File: src/hw/dps_pkg.sv
// Package: constants for the host-side semaphore port controller
package dps_pkg;
	localparam int unsigned NUM_FLAGS      = 8;    // Token latches in the device
	localparam int unsigned IDX_W          = 3;    // Index bits used in semaphore space
	localparam int unsigned ADDR_W         = 15;   // Device address width
	localparam int unsigned DATA_W         = 16;   // Device data width
	localparam int unsigned CLK_PERIOD_NS  = 8;    // 125 MHz
	localparam int unsigned ACCESS_NS      = 55;   // Slowest access window allowed for
	localparam int unsigned ACCESS_CYC     = (ACCESS_NS + CLK_PERIOD_NS - 1) / CLK_PERIOD_NS;
	localparam int unsigned RECOVER_CYC    = 2;    // Strobes inactive between accesses
	localparam int unsigned CNT_W          = 8;
	localparam logic [1:0]  OP_TAKE        = 2'h0; // Write 0 then read back
	localparam logic [1:0]  OP_RELEASE     = 2'h1; // Write 1
	localparam logic [1:0]  OP_POLL        = 2'h2; // Read only
	localparam logic [1:0]  OP_INIT        = 2'h3; // Write 1 to every flag at start-up, to one flag after

	typedef enum logic [5:0] {
		ST_IDLE  = 6'h01,
		ST_WRITE = 6'h02,
		ST_WREC  = 6'h04,
		ST_READ  = 6'h08,
		ST_RREC  = 6'h10,
		ST_DONE  = 6'h20
	} dps_state_e;
endpackage : dps_pkg

File: src/hw/dps_host.sv
// Host-side controller driving one port of a dual-port semaphore unit
module dps_host #(
	parameter int unsigned ACCESS_CYCLES = dps_pkg::ACCESS_CYC
) (
	input  wire logic                        clk,
	input  wire logic                        resetn,
	input  wire logic                        cmd_valid,
	output logic                             cmd_ready,
	input  wire logic [1:0]                  cmd_op,
	input  wire logic [dps_pkg::IDX_W-1:0]   cmd_index,
	output logic                             rsp_valid,
	output logic                             rsp_owned,
	output logic                             rsp_consistent,
	output logic                             init_done,
	output logic [dps_pkg::ADDR_W-1:0]       addr,
	output logic                             mem_select_n,
	output logic                             semaphore_select_n,
	output logic                             output_enable_n,
	output logic                             read_not_write,
	output logic [dps_pkg::DATA_W-1:0]       data_out,
	output logic                             data_oe,
	input  wire logic [dps_pkg::DATA_W-1:0]  data_in
);
	// Elaboration checks. The read value crosses two sync flops, so a
	// window under four cycles would judge stale pin data
	if (ACCESS_CYCLES < 4) begin : g_short_access
		$error("ACCESS_CYCLES below four");
	end
	// Phase counter must reach the last access and recovery cycle
	if (ACCESS_CYCLES > (1 << dps_pkg::CNT_W)
		|| dps_pkg::RECOVER_CYC < 1
		|| dps_pkg::RECOVER_CYC > (1 << dps_pkg::CNT_W)) begin : g_bad_count
		$error("phase counts do not fit the counter");
	end
	// Flag index must cover exactly the token count and fit the address
	if (dps_pkg::NUM_FLAGS != (1 << dps_pkg::IDX_W)
		|| dps_pkg::ADDR_W < dps_pkg::IDX_W) begin : g_bad_index
		$error("flag index does not match token count");
	end

	dps_pkg::dps_state_e state_r, state_nxt;
	logic [dps_pkg::CNT_W-1:0]  cnt_r, cnt_nxt;
	logic [1:0]                 op_r, op_nxt;
	logic [dps_pkg::IDX_W-1:0]  idx_r, idx_nxt;
	logic                       wval_r, wval_nxt;
	logic                       owned_r, owned_nxt, cons_r, cons_nxt;
	logic                       init_r, init_nxt;
	logic [dps_pkg::DATA_W-1:0] din_s;
	logic                       cnt_end, all_zero, all_one, last_idx;
	logic                       rec_end, wr_phase, rd_phase, boot_wr;

	// Pin data crosses from the device, so synchronise before use; the
	// word is stable because the device latches it for the whole read
	dps_sync #(.WIDTH(dps_pkg::DATA_W)) u_sync (
		.clk    (clk),
		.resetn (resetn),
		.d      (data_in),
		.q      (din_s)
	);

	assign cnt_end  = (cnt_r == dps_pkg::CNT_W'(ACCESS_CYCLES - 1));
	assign all_zero = (din_s == '0);
	assign all_one  = (din_s == '1);
	assign last_idx = (idx_r == dps_pkg::IDX_W'(dps_pkg::NUM_FLAGS - 1));
	// Recovery gap length is fixed; the same end test serves both gaps
	assign rec_end  = (cnt_r == dps_pkg::CNT_W'(dps_pkg::RECOVER_CYC - 1));
	// Sweep only at start-up; a user write-one is a single access, else
	// it would run on through the upper flags and never answer
	assign boot_wr  = (op_r == dps_pkg::OP_INIT) && !init_r;
	// Phase decode shared by select, direction and bus drive
	assign wr_phase = (state_r == dps_pkg::ST_WRITE);
	assign rd_phase = (state_r == dps_pkg::ST_READ);

	// Pins follow the state; memory select never asserted here
	assign mem_select_n       = 1'b1;
	assign semaphore_select_n = !(wr_phase || rd_phase);
	assign output_enable_n    = !rd_phase;
	assign read_not_write     = !wr_phase;
	assign data_oe            = wr_phase;
	assign addr               = {{(dps_pkg::ADDR_W - dps_pkg::IDX_W){1'b0}}, idx_r};
	assign cmd_ready          = (state_r == dps_pkg::ST_IDLE) && init_r;
	assign rsp_valid          = (state_r == dps_pkg::ST_DONE);
	assign rsp_owned          = owned_r;
	assign rsp_consistent     = cons_r;
	assign init_done          = init_r;

	// Only bit zero matters; other bits mirror it for clean bus levels
	always_ff @(posedge clk or negedge resetn) begin
		if (!resetn)
			data_out <= '0;
		else
			data_out <= {dps_pkg::DATA_W{wval_nxt}};
	end

	// Sequencer: optional write phase and recovery, then optional read phase and recovery
	always_comb begin
		state_nxt = state_r;
		cnt_nxt   = cnt_r;
		op_nxt    = op_r;
		idx_nxt   = idx_r;
		wval_nxt  = wval_r;
		owned_nxt = owned_r;
		cons_nxt  = cons_r;
		init_nxt  = init_r;
		case (state_r)
		dps_pkg::ST_IDLE: begin
			cnt_nxt = '0;
			// Nothing is accepted until every flag has been written one
			if (!init_r) begin
				op_nxt    = dps_pkg::OP_INIT;
				wval_nxt  = 1'b1;
				state_nxt = dps_pkg::ST_WRITE;
			end else if (cmd_valid) begin
				op_nxt  = cmd_op;
				idx_nxt = cmd_index;
				wval_nxt = (cmd_op != dps_pkg::OP_TAKE);
				// Take always writes before reading back
				state_nxt = (cmd_op == dps_pkg::OP_POLL) ?
					dps_pkg::ST_READ : dps_pkg::ST_WRITE;
			end
		end
		dps_pkg::ST_WRITE: begin
			cnt_nxt = cnt_r + 1'b1;
			if (cnt_end) begin
				cnt_nxt   = '0;
				state_nxt = dps_pkg::ST_WREC;
			end
		end
		dps_pkg::ST_WREC: begin
			cnt_nxt = cnt_r + 1'b1;
			if (rec_end) begin
				cnt_nxt = '0;
				// Sweep steps through every flag; a plain write ends with an answer
				if (boot_wr) begin
					idx_nxt   = idx_r + 1'b1;
					state_nxt = last_idx ? dps_pkg::ST_IDLE : dps_pkg::ST_WRITE;
					init_nxt  = last_idx;
				end else if (op_r == dps_pkg::OP_TAKE)
					state_nxt = dps_pkg::ST_READ;
				else begin
					owned_nxt = 1'b0;
					cons_nxt  = 1'b1;
					state_nxt = dps_pkg::ST_DONE;
				end
			end
		end
		dps_pkg::ST_READ: begin
			cnt_nxt = cnt_r + 1'b1;
			if (cnt_end) begin
				// Zero means this side holds the token; one means
				// not owned, a request may still be pending
				cnt_nxt   = '0;
				owned_nxt = all_zero;
				cons_nxt  = all_zero || all_one;
				state_nxt = dps_pkg::ST_RREC;
			end
		end
		dps_pkg::ST_RREC: begin
			// Select and enable both drop so the next read relatches
			cnt_nxt = cnt_r + 1'b1;
			if (rec_end) begin
				cnt_nxt   = '0;
				state_nxt = dps_pkg::ST_DONE;
			end
		end
		dps_pkg::ST_DONE: begin
			// Failed take leaves request pending; caller polls or releases
			state_nxt = dps_pkg::ST_IDLE;
		end
		default: state_nxt = dps_pkg::ST_IDLE;
		endcase
	end

	// State registers; reset leaves the start-up sweep still owed, so no
	// command is taken before the flags are cleared
	always_ff @(posedge clk or negedge resetn) begin
		if (!resetn) begin
			state_r <= dps_pkg::ST_IDLE;
			cnt_r   <= '0;
			op_r    <= dps_pkg::OP_INIT;
			idx_r   <= '0;
			wval_r  <= 1'b1;
			owned_r <= 1'b0;
			cons_r  <= 1'b0;
			init_r  <= 1'b0;
		end else begin
			state_r <= state_nxt;
			cnt_r   <= cnt_nxt;
			op_r    <= op_nxt;
			idx_r   <= idx_nxt;
			wval_r  <= wval_nxt;
			owned_r <= owned_nxt;
			cons_r  <= cons_nxt;
			init_r  <= init_nxt;
		end
	end
	// Arbitration and token transfer live in the device; this side
	// only sees them through the read-back value
endmodule : dps_host

File: src/hw/dps_sync.sv
// Two-flop synchroniser for pin inputs
module dps_sync #(
	parameter int unsigned WIDTH = 1
) (
	input  wire logic             clk,
	input  wire logic             resetn,
	input  wire logic [WIDTH-1:0] d,
	output logic      [WIDTH-1:0] q
);
	logic [WIDTH-1:0] meta_r;

	// First stage feeds only the second
	always_ff @(posedge clk or negedge resetn) begin
		if (!resetn) begin
			meta_r <= '0;
			q      <= '0;
		end else begin
			meta_r <= d;
			q      <= meta_r;
		end
	end
endmodule : dps_sync
File: config.mk
export PLATFORM = sky130hd
export DESIGN_NAME = dps_host
export DESIGN_NICKNAME = d
export VERILOG_FILES = /design/src/hw/dps_pkg.sv /design/src/hw/dps_host.sv /design/src/hw/dps_sync.sv
export SDC_FILE = /design/constraint.sdc
export NUM_CORES = 1
export LEC_CHECK = 0
export CAP_MARGIN = 15
export CORE_MARGIN = 3
export CORE_UTILIZATION = 56
export DETAILED_ROUTE_END_ITERATION = 8
export DONT_BUFFER_PORTS = 1
export PLACE_DENSITY = 0.81
export SLEW_MARGIN = 0
export SYNTH_ARGS = -nofsm -noshare
export SYNTH_HDL_FRONTEND = slang
export SYNTH_HIERARCHICAL = 1
export SYNTH_SLANG_ARGS = --single-unit
export TNS_END_PERCENT = 10
File: constraint.sdc
create_clock -name clk -period 2 [get_ports clk]
set_input_delay 0.4 -clock clk [delete_from_list [all_inputs] [get_ports clk]]
set_output_delay 0.4 -clock clk [all_outputs]
set_load 0.02 [all_outputs]
==> flow_summary_export.csv <==
group,metric,value,unit
clock_tree,clkTransAtPathRegs,0.09,ns
timing,rsz0062_at_grt,"yes",
clock_tree,cts_sinks,56,
cells_and_area,nets,259,
global_routing,grt_pass1_vias,1513,
critical_path,arrival,1.78,ns
logic_synthesis,synthTopCellsByArea,"dfrtp_1, buf_4, dfstp_2",
placement,dp_slack,0.0102,ns
run,cap_violations,0,
clock_tree,cts_tree,"yes",
critical_path,ff2ff_setup_slack,0.07,ns
clock_tree,clockRootBuffer,"clkbuf_8",
timing,hold_viol,0,
pwr,power.internal,1.43,mW
critical_path,reg2reg_from,"state_r[5]",
floorplan,row_count,23,
floorplan,core-area,4120,µm²
logic_synthesis,synth.most_common_cell,"dfrtp_1",
cells_and_area,areaGrowthSynthToFinish,9.90,%
detailed_routing,dr.pass1.iters,4,
critical_path,crit_required,1.60,ns
critical_path,endpoint_kind,"output pin",
detailed_routing,drt-wirelength-per-cell,14.7,µm
placement,dp.cells,271,
critical_path,critPathLaunch,"state_r[5]",
clock_tree,htree_levels,2,
logic_synthesis,synth_cells,216,
pwr,p_leak,1.20,nW
clock_tree,clk_latency,0.30,ns
placement,gp_congestion,0.914,
logic_synthesis,synth_common_cells,"dfrtp_1, buf_4, nor2_1",
timing,setup_viol,3,
cells_and_area,fin_cells,281,
logic_synthesis,synth_edf_count,0,
logic_synthesis,synth.yosys.seq_area_share,57.3,%
timing,layout_min_cycle_time,2.18,ns
clock_tree,cts_made_buffers,5,
detailed_routing,drtAntennaViolNets,0,
logic_synthesis,synth-async-reset-ratio,100,%
timing,layout_worst_path_cycle_share,109,%
pwr,pwr-share-comb,3.0,%
floorplan,die_h,72.2,µm
logic_synthesis,synth-warning-count,6,
critical_path,endpoint,"read_not_write",
logic_synthesis,synth_seq_cells,56,
floorplan,num_io_pins,65,
floorplan,die_w,72.2,µm
critical_path,r2r_end,"rsp_consistent",
cells_and_area,drive_above_1_share,24.2,%
logic_synthesis,synthesis.area_per_instance,11.4,µm²
timing,layout_setup_ws,-0.182,ns
floorplan,die_area,5210,µm²
worst_hold_path,min_from,"data_in[5]",
critical_path,crit_fanout,3,
critical_path,startpoint_type,"register",
timing,final_max_slew_viol_count,0,
detailed_routing,drtIter0Drc,61,
logic_synthesis,synth_cell_types,49,
placement,dp.final_hpwl,3.08,mm
logic_synthesis,ys.flop_type,"dfrtp_1",
critical_path,worstSetupPathType,"register to output pin",
timing,setup_tns,-0.465,ns
global_routing,overflow,0,
timing,skew,0.00728,ns
detailed_routing,routed_via_density,5.72,
logic_synthesis,netlist_area,2450,µm²
global_routing,antenna_found_initial,0,
logic_synthesis,synth_largest_area_cell,"dfrtp_1",
pwr,ir_drop,0.653,mV
critical_path,r2r_cells,5,
detailed_routing,post-route-drc-count,0,
pwr,switchingPower,0.392,mW
pwr,pwr-share-clk,32.3,%
global_routing,grt_max_degree,57,
cells_and_area,diodes,0,
clock_tree,clockBufferDepth,2,
detailed_routing,wl,4.12,mm
clock_tree,post-cts-setup-buffers,0,
global_routing,grt_usage,17.4,%
outcome,violations,"negative setup slack",
timing,max_freq,0.458,GHz
floorplan,initial_core_util,59.6,%
placement,io_buffers,0,
outcome,outcome,"complete, but fails checks",
pwr,p_seq_share,64.8,%
detailed_routing,vias,1608,
worst_hold_path,hold_class,"primary input to register",
logic_synthesis,yosys.area.top_type_share,53.1,%
pwr,power_density,674,nW/µm²
pwr,p_sw_share,21.6,%
global_routing,grt_pass1_wl,6.85,mm
## power groups by stage
stage                     sequential (mW)  clock [mW]  combinational [mW]
final                                1.18       0.586              0.0541
after global routing                 1.18       0.663              0.0600
after CTS                            1.18       0.612              0.0549
after detailed placement             1.20           0              0.0258
after global placement               1.20           0              0.0256
after floorplan                      1.20           0              0.0445
## cells by family after synthesis
family          after synthesis  synth area share, %
flops                        56                 57.3
fa+ha+maj                     5                 2.55
simple gates                 77                 17.6
other cells                   2                0.306
xor+xnor                      2                0.714
compound gates               35                 10.1
mux                           3                 1.33
buf+inv                      36                 10.1
## cell usage in the layout, fill, tap and decap left out, drive strengths merged, types with 2 or more instances in the layout
cell type  instances
dfrtp             52
buf               25
nor2              22
nand2             13
conb              13
a21oi              8
a31oi              7
nand3              7
inv                7
nor4               6
o22ai              6
clkbuf             6
nand4              5
ha                 5
or2                5
dfstp              4
and3               3
o22a               3
or4                2
nor3b              2
or3                2
nand2b             2
nor3               2
mux2               2
or3b               2
## layout make-up
class / count / area, µm²
well taps: 50 / 62.6
flip-flops and latches: 56 / 1410
multi-input cells: 135 / 877
clock buffers: 6 / 72.6
repair buffers: 26 / 234
inverters: 6 / 22.5
fillers: 299 / 1420
clock inverters: 2 / 16.3
## worst max-delay path, cell delays in order (launching register included)
cell,delay (ns)
dfrtp_1,0.39
or4_4,0.55
or3b_4,0.41
buf_6,0.14
## stage by stage
stage / instance area (µm²) / hold WS, ns / utilization (%) / power [mW]
final: 2700 / 0.117 / 65.5 / 1.82
after global placement: 2530 / 0.106 / 61.4 / 1.22
after global routing: 2700 / 0.0924 / 65.5 / 1.91
after CTS: 2670 / 0.100 / 64.8 / 1.84
after detailed placement: 2530 / 0.106 / 61.4 / 1.23
after floorplan: 2490 / 0.104 / - / 1.24
## worst min-delay path by stage
stage / slack [ns] / endpoint / cells past startpoint
floorplan: 0.10 / cnt_r[0] / 0
global placement: 0.11 / u_sync/meta_r[1] / 0
detailed placement: 0.11 / u_sync/meta_r[1] / 0
CTS: 0.10 / u_sync/meta_r[5] / 0
global route: 0.09 / u_sync/meta_r[12] / 0
finish: 0.12 / u_sync/meta_r[5] / 0
## what timing repair did
item | CTS | global route
resized for setup | 3 | 6
endpoints found under the setup margin | 4 | 18
endpoints found under the hold margin | 56 | 0
pin swaps | 1 | 2
hold buffers | 2 | 0
## sequential cells by signal, summed over array words and instances (netlist names)
name	cells
u_sync/meta_r	16
u_sync/q	16
cnt_r	8
state_r	6
idx_r	3
op_r	2
data_out	1
init_done	1
rsp_consistent	1
rsp_owned	1
wval_r	1
## metal layers
metal	global-route usage (%)	share of wire, %
met4	6.47	0.46
met3	5.26	7.1
met5	0	0
met2	29.7	52
met1	20.6	40
No activity file was read; power rests on OpenSTA's default activity.
